===== config.mk =====
export PLATFORM = sky130hd
export DESIGN_NAME = gpcb_port
export DESIGN_NICKNAME = d
export VERILOG_FILES = /design/src/rtl/gpcb_pkg.sv /design/src/rtl/gpcb_port.sv
export SDC_FILE = /design/constraint.sdc
export NUM_CORES = 1
export LEC_CHECK = 0
export BUFFER_PORTS_ARGS = -buffer_cell sky130_fd_sc_hd__buf_2
export CELL_PAD_IN_SITES_DETAIL_PLACEMENT = 0
export CELL_PAD_IN_SITES_GLOBAL_PLACEMENT = 1
export CORE_ASPECT_RATIO = 1.25
export CORE_MARGIN = 1
export CORE_UTILIZATION = 30
export DETAILED_ROUTE_END_ITERATION = 6
export MAX_ROUTING_LAYER = met4
export PLACE_DENSITY_LB_ADDON = 0.1
export SKIP_LAST_GASP = 1
export SLEW_MARGIN = 20
export SYNTH_ARGS = -nofsm -noshare
export SYNTH_HDL_FRONTEND = slang
export SYNTH_SLANG_ARGS = --single-unit

===== constraint.sdc =====
create_clock -name clk -period 2.4 [get_ports clk]
set_input_delay 0.12 -clock clk [delete_from_list [all_inputs] [get_ports clk]]
set_output_delay 0.12 -clock clk [all_outputs]
set_load 0.05 [all_outputs]

===== src/rtl/gpcb_pkg.sv =====
// gpcb_pkg: constants for the eight-pin port with change interrupt
// assumes AHB-Lite word registers, 200 MHz core clock
// Contract
// eight pins; level, latch, direction registers
// direction one disables driver, pin input
// direction zero drives latch bit out
// latch register reads latched values
// level reads pins; writes update latch
// shared active-low bit 7 enables pull-ups
// output pins never get pull-up
// reset: pull-ups off, direction all ones
// only pins 4..7 inputs compared
// mismatches ORed set change flag bit 0
// enabled change interrupt wakes from sleep
// level access refreshes snapshot, not mem-move
// mismatch keeps setting flag every cycle
// software avoids polling level register
// enable bit 3, priority bit 0
// low-volt program mode kills pin 5 io
// software keeps pin 5 latch low
// pins 0..2 ext irq, 6/7 program pins
// pad gets value, enable, pull-up; sampled
package gpcb_pkg;
   localparam int PINS = 8;
   localparam logic [7:0] OFS_LEVEL   = 8'h00;
   localparam logic [7:0] OFS_LATCH   = 8'h04;
   localparam logic [7:0] OFS_DIR     = 8'h08;
   localparam logic [7:0] OFS_CTRL1   = 8'h0c;
   localparam logic [7:0] OFS_CTRL2   = 8'h10;
   localparam logic [7:0] OFS_CTRL3   = 8'h14;
   localparam logic [7:0] OFS_IRQ_ST  = 8'h18;
   localparam logic [7:0] OFS_IRQ_MSK = 8'h1c;
   localparam logic [7:0] OFS_LVP     = 8'h20;
   localparam int CTRL1_FLAG_BIT = 0;
   localparam int CTRL1_EN_BIT   = 3;
   localparam int CTRL2_PRIO_BIT = 0;
   localparam int CTRL2_PUN_BIT  = 7;
   localparam int PGM_PIN = 5;
   localparam int CHG_LO  = 4;
   localparam logic [7:0] RST_DIR   = 8'hff;
   localparam logic [7:0] RST_LATCH = 8'h00;
   localparam logic [7:0] RST_CTRL1 = 8'h00;
   localparam logic [7:0] RST_CTRL2 = 8'hf5;
   localparam logic [7:0] CTRL2_MASK = 8'hf5;
   localparam logic [7:0] RST_CTRL3 = 8'hc0;
   localparam logic [7:0] CTRL3_MASK = 8'hdb;
   localparam logic [1:0] RST_IRQ   = 2'h0;
   localparam logic       RST_LVP   = 1'b1;
   localparam logic [1:0] HTRANS_NONSEQ = 2'h2;
   localparam logic [2:0] HSIZE_WORD    = 3'h2;
endpackage : gpcb_pkg


===== src/rtl/gpcb_port.sv =====
// gpcb_port: eight-pin port, change detect, AHB-Lite register slave
// assumes pads resolve pin level from out/oe_n/pullup; pads are async
`timescale 1ns/10ps
`default_nettype none
module gpcb_port
   import gpcb_pkg::*;
(
   input  wire logic        clk,
   input  wire logic        reset,
   input  wire logic        hsel,
   input  wire logic [31:0] haddr,
   input  wire logic [1:0]  htrans,
   input  wire logic        hwrite,
   input  wire logic [2:0]  hsize,
   input  wire logic [31:0] hwdata,
   input  wire logic        hready,
   input  wire logic        mem_move,
   output logic      [31:0] hrdata,
   output logic             hreadyout,
   output logic             hresp,
   input  wire logic [7:0]  pin_in,
   output logic      [7:0]  pin_out,
   output logic      [7:0]  pin_oe_n,
   output logic      [7:0]  pin_pullup,
   input  wire logic        sleep_mode,
   output logic             wake,
   output logic             change_irq_hi,
   output logic             change_irq_lo,
   output logic      [2:0]  ext_irq_in,
   output logic             program_clock_pin,
   output logic             program_data_pin,
   output logic             program_mode_pin,
   output logic             irq
);
   // state bundle; snapshot holds pins 7..4 at the last level access that was not a mem-move
   typedef struct packed {
      logic [7:0]  sync1;
      logic [7:0]  sync2;
      logic [7:0]  latch;
      logic [7:0]  dir;
      logic [7:0]  ctrl1;
      logic [7:0]  ctrl2;
      logic [7:0]  ctrl3;
      logic [3:0]  snap;
      logic [1:0]  irq_st;
      logic [1:0]  irq_msk;
      logic        low_volt_program_mode;
      logic        ap_valid;
      logic        ap_write;
      logic        ap_move;
      logic [7:0]  ap_addr;
      logic [31:0] rdata;
   } gpcb_state_t;

   gpcb_state_t st_reg;
   gpcb_state_t st_next;

   logic [3:0] mismatch;
   logic       change;
   logic       chg_prev_reg;
   logic [7:0] wd;
   logic       take;
   logic       lvl_access;

   assign hreadyout = 1'b1;
   assign hresp     = 1'b0;
   assign hrdata    = st_reg.rdata;
   assign wd        = hwdata[7:0];
   assign take      = hsel && hready && (htrans == HTRANS_NONSEQ)
                      && (hsize == HSIZE_WORD);

   // output pins excluded from the comparison
   always_comb begin
      for (int i = 0; i < 4; i++) begin
         mismatch[i] = st_reg.dir[CHG_LO+i] &&
                       (st_reg.sync2[CHG_LO+i] != st_reg.snap[i]);
      end
   end
   assign change = |mismatch;

   // pad side: driver disabled while direction is one
   genvar g;
   generate
      for (g = 0; g < PINS; g++) begin : g_pad
         logic pgm_here;
         assign pgm_here = (g == PGM_PIN) && st_reg.low_volt_program_mode;
         assign pin_oe_n[g] = st_reg.dir[g] || pgm_here;
         assign pin_out[g]  = st_reg.latch[g];
         assign pin_pullup[g] = !st_reg.ctrl2[CTRL2_PUN_BIT]
                                && st_reg.dir[g]
                                && !pgm_here;
      end
   endgenerate

   assign ext_irq_in        = st_reg.sync2[2:0];
   assign program_clock_pin = st_reg.sync2[6];
   assign program_data_pin  = st_reg.sync2[7];
   assign program_mode_pin  = st_reg.sync2[PGM_PIN] && st_reg.low_volt_program_mode;

   always_comb begin
      change_irq_hi = st_reg.ctrl1[CTRL1_FLAG_BIT] &&
                      st_reg.ctrl1[CTRL1_EN_BIT] &&
                      st_reg.ctrl2[CTRL2_PRIO_BIT];
      change_irq_lo = st_reg.ctrl1[CTRL1_FLAG_BIT] &&
                      st_reg.ctrl1[CTRL1_EN_BIT] &&
                      !st_reg.ctrl2[CTRL2_PRIO_BIT];
      wake = sleep_mode && st_reg.ctrl1[CTRL1_FLAG_BIT] &&
             st_reg.ctrl1[CTRL1_EN_BIT];
      irq  = |(st_reg.irq_st & st_reg.irq_msk);
   end

   always_comb begin
      st_next = st_reg;
      st_next.sync1 = pin_in;
      st_next.sync2 = st_reg.sync1;
      lvl_access = st_reg.ap_valid && (st_reg.ap_addr == OFS_LEVEL)
                   && !st_reg.ap_move;
      if (take) begin
         st_next.ap_valid = 1'b1;
         st_next.ap_write = hwrite;
         st_next.ap_move  = mem_move;
         st_next.ap_addr  = {haddr[7:2], 2'b00};
      end else if (hready) begin
         st_next.ap_valid = 1'b0;
      end
      // read data for the address just taken
      if (take && !hwrite) begin
         case ({haddr[7:2], 2'b00})
            OFS_LEVEL:   st_next.rdata = {24'h0, st_reg.sync2};
            OFS_LATCH:   st_next.rdata = {24'h0, st_reg.latch};
            OFS_DIR:     st_next.rdata = {24'h0, st_reg.dir};
            OFS_CTRL1:   st_next.rdata = {24'h0, st_reg.ctrl1};
            OFS_CTRL2:   st_next.rdata = {24'h0, st_reg.ctrl2};
            OFS_CTRL3:   st_next.rdata = {24'h0, st_reg.ctrl3};
            OFS_IRQ_ST:  st_next.rdata = {30'h0, st_reg.irq_st};
            OFS_IRQ_MSK: st_next.rdata = {30'h0, st_reg.irq_msk};
            OFS_LVP:     st_next.rdata = {31'h0, st_reg.low_volt_program_mode};
            default:     st_next.rdata = 32'h0;
         endcase
      end
      if (st_reg.ap_valid && st_reg.ap_write) begin
         case (st_reg.ap_addr)
            OFS_LEVEL:   st_next.latch = wd;
            OFS_LATCH:   st_next.latch = wd;
            OFS_DIR:     st_next.dir   = wd;
            OFS_CTRL1:   st_next.ctrl1 = wd;
            OFS_CTRL2:   st_next.ctrl2 = wd & CTRL2_MASK;
            OFS_CTRL3:   st_next.ctrl3 = wd & CTRL3_MASK;
            OFS_IRQ_ST:  st_next.irq_st = st_reg.irq_st & ~hwdata[1:0];
            OFS_IRQ_MSK: st_next.irq_msk = hwdata[1:0];
            OFS_LVP:     st_next.low_volt_program_mode = hwdata[0];
            default:     st_next.low_volt_program_mode = st_reg.low_volt_program_mode;
         endcase
      end
      // snapshot refresh ends a mismatch
      if (lvl_access) begin
         st_next.snap = st_reg.sync2[7:4];
      end
      // set wins over software clear while mismatch stands
      if (change) begin
         st_next.ctrl1[CTRL1_FLAG_BIT] = 1'b1;
      end
      if (change) begin
         st_next.irq_st[0] = 1'b1;
      end
      if (change && !chg_prev_reg && sleep_mode) begin
         st_next.irq_st[1] = 1'b1;
      end
   end

   always_ff @(posedge clk) begin
      if (reset) begin
         st_reg <= '0;
         st_reg.latch   <= RST_LATCH;
         st_reg.dir     <= RST_DIR;
         st_reg.ctrl1   <= RST_CTRL1;
         st_reg.ctrl2   <= RST_CTRL2;
         st_reg.ctrl3   <= RST_CTRL3;
         st_reg.irq_st  <= RST_IRQ;
         st_reg.irq_msk <= RST_IRQ;
         st_reg.low_volt_program_mode     <= RST_LVP;
         chg_prev_reg   <= 1'b0;
      end else begin
         st_reg       <= st_next;
         chg_prev_reg <= change;
      end
   end
endmodule : gpcb_port
`default_nettype wire


==> summary.md <==
| Metric | Value |
|---|---|
| Max cap viols | 0 |
| Ant. Diodes | 0 |
| F_max | 487 MHz |
| Post-Syn Area | 3800 um2 |
| Reg2Reg Setup Slack | 0.35 ns |
| Met3 wire length | 450 um |
| Total GRT Usage | 16.7% |
| Clk root buf | clkbuf_16 |
| Final period util | 85.5% |
| Worst setup path class | reg2reg |
| Sequential power share | 44.6% |
| Status | finished, final reports clean |
| Area grow syn2layout | 17.2% |
| Arrival @ worst endpoint | 2.26 ns |
| Largest register FFs | 41 |
| Die width | 103 um |
| Pre-Repair DR Iteration Count | 4 |
| Seq/Total Area, Yosys | 41.6% |
| Chip Height | 128 um |
| GR Overflow Total | 0 |
| Inst Count DP | 592 |
| Vias in the first global route | 2612 |
| Worst setup margin | 0.348 ns |
| Worst skew pair latency | 0.33 ns |
| Syn Inst Count | 393 |
| Core box area | 12200 um2 |
| Fraction of registers with async set/reset | 0% |
| Rows | 45 |
| Critical Path Max Stage Delay | 0.61 ns |
| Initial Util | 31.1% |
| Rel. slew slack | 33.5% |
| Largest net degree at the start of global routing | 54 |
| Critical Path, Cell by Cell | or4b_4 > nand4bb_1 > buf_4 > mux2i_1 > nand2_1 |
| Switching power total | 0.725 mW |
| Post-synthesis cell type count | 49 |
| Synth warn | 0 |
| Final std cells w/o fill | 616 |
| Top Layer Used | met4 |
| Peak supply drop | 0.000282 V |
| Crit-path max FO | 7 |
| First-pass GRT wire length | 15.4 mm |
| Htree depth | 3 |
| Setup bufs post-CTS | 0 |
| Post-CTS sizing | 0 |
| Main synth FF type | dfxtp_1 |
| Drt total wl | 10.0 mm |
| DRT iter0 DRCs | 118 |
| Final Max Tran Viols | 0 |
| Detail Placement HPWL | 7.02 mm |
| Clk pwr share | 46.7% |
| Critical Path Sink Type | register |
| Fillers | 1286 |
| Seq cells post-synth | 79 |
| Internal power | 2.29 mW |
| Post-place instance area | 4060 um2 |
| Final Cell Area | 4450 um2 |
| CTS tree | built |
| Crit path launch type | register |
| Power Density | 677 nW/um2 |
| Final setup violation count | 0 |
| Layout cells sized above 1 | 26.1% |
| Logic pwr share | 8.7% |
| Post-DRT Antenna Nets | 0 |
| Area leader, netlist | dfxtp_1 |
| Post-layout util | 36.4% |
| Leak Pwr | 1.86 nW |
| Sw Share | 24.0% |
| Clock sinks | 79 |
| Area contributors post-synth | dfxtp_1 42%, mux2i_1 15%, buf_4 10% |
| Critical Path RT | 2.61 ns |
| Global placement routability congestion | 0.747 |
| Pre-CTS setup slack | 0.349 ns |
| CTS Hold Bufs | 8 |
| Final Total Pwr | 3.02 mW |
| Number of synthesized flops with an enable pin | 0 |
| Worst slew pin tran | 0.993 ns |
| Setup_tns | 0 ns |
| Port Buf Inserts | 75 |
| Met1 wire length | 4.83 mm |
| Metal2 WL | 4.58 mm |
| Antenna violations before repair | 0 |
| Hold Worst Slack | 0.0312 ns |
| Clock skew | 0.00509 ns |
| Worst-path clk slew | 0.06 ns |
| Vias | 2785 |
| Unrepaired setup endpoints after global routing | no |
| TritonCTS buffer count | 9 |
| Die ar. | 13100 um2 |
| DR WL/cell | 16.2 um |
| Routed vias/inst | 4.52 |
| Share of Yosys cell area claimed by the top area cell type | 41.6% |
| Min Tclk post-route | 2.05 ns |
| Ports | 152 |
| Critical-path top delay cell | or4b_4 |
| Syn Area/Cell | 9.66 um2 |
| Hold WC Path Type | in2reg |
| Drt drc | 0 |
| Final nets | 531 |
| Max clock buf depth | 2 |
| Final Hold Fails | 0 |
==> metal layers <==
layer / vias up / global-route usage [%]
met3: 9 / 3.11
met4: 0 / 5.71
met1: 1301 / 21.8
met2: 83 / 25.8
met5: - / -
li1: 1392 / -
==> power groups by stage <==
stage / Combinational [mW] / Clock, mW / Sequential, mW
global route: 0.282 / 1.49 / 1.35
finish: 0.261 / 1.41 / 1.34
floorplan: 0.216 / 0 / 1.37
global placement: 0.252 / 0 / 1.37
CTS: 0.263 / 1.45 / 1.34
detailed placement: 0.253 / 0 / 1.37
==> final cells by class <==
| type | count | area [um2] | share of cell area, % |
|---|---|---|---|
| Clock inverter | 3 | 40.0 | 0.899 |
| Multi-Input combinational cell | 260 | 1810 | 40.6 |
| Timing Repair Buffer | 93 | 531 | 11.9 |
| Clock buffer | 13 | 270 | 6.07 |
| Inverter | 4 | 15.0 | 0.337 |
| Sequential cell | 79 | 1580 | 35.5 |
| Tap cell | 164 | 205 | 4.61 |
==> critical path, delay by kind of cell, from the launching register on <==
family,cells,cell delay [ns]
buffers and inverters,1,0.32
flip-flops,1,0.33
multiplexers,1,0.15
AND/OR/NAND/NOR,3,1.12
==> cells in the final DEF, fill, tap and decap left out, types with 5 or more instances in the layout <==
master and n:
nor2_1 40, mux2_2 6, dlygate4sd3_1 8, buf_2 75, nand3_1 5, clkbuf_16 9
conb_1 26, nor3b_1 6, nor2b_1 25, buf_4 10, nand2_1 28, dfxtp_1 79
nor3_1 6, a22oi_1 13, mux2i_1 58
==> worst paths after layout <==
path                      startpoint                  endpoint  cells after the start
max          st_reg[37]$_SDFFE_PP0P_  pin_oe_n[2]$_SDFFE_PP1P_                      5
max reg2reg  st_reg[37]$_SDFFE_PP0P_  pin_oe_n[2]$_SDFFE_PP1P_                      5
min reg2reg   st_next[92]$_SDFF_PP0_  ext_irq_in[0]$_SDFF_PP0_                      1
min                         mem_move   st_reg[40]$_SDFFE_PP0P_                      3
==> kinds of logic (layout without fill, tap and decap cells) <==
family	after synthesis	count (layout)	share of synthesized area, %
xor gates and xnor gates	4	4	0.922
buffers and inverters	78	113	13.2
DFF	79	79	41.6
and+or+nand+nor	131	131	19.0
muxes	66	66	18.3
AOI/OAI and AO/OA	33	33	6.69
other	2	26	0.198
==> cells in the mapped netlist (3+ instances only) <==
cell and number:
a21oi_1 3, a221oi_1 4, a22oi_1 13, buf_2 3
buf_4 53, clkbuf_1 16, dfxtp_1 79, inv_1 4
mux2_2 6, mux2i_1 58, nand2_1 28, nand3_1 5
nor2_1 40, nor2b_1 25, nor3_1 6, nor3b_1 6
xor2_1 4
No activity file was read; power rests on OpenSTA's default activity.
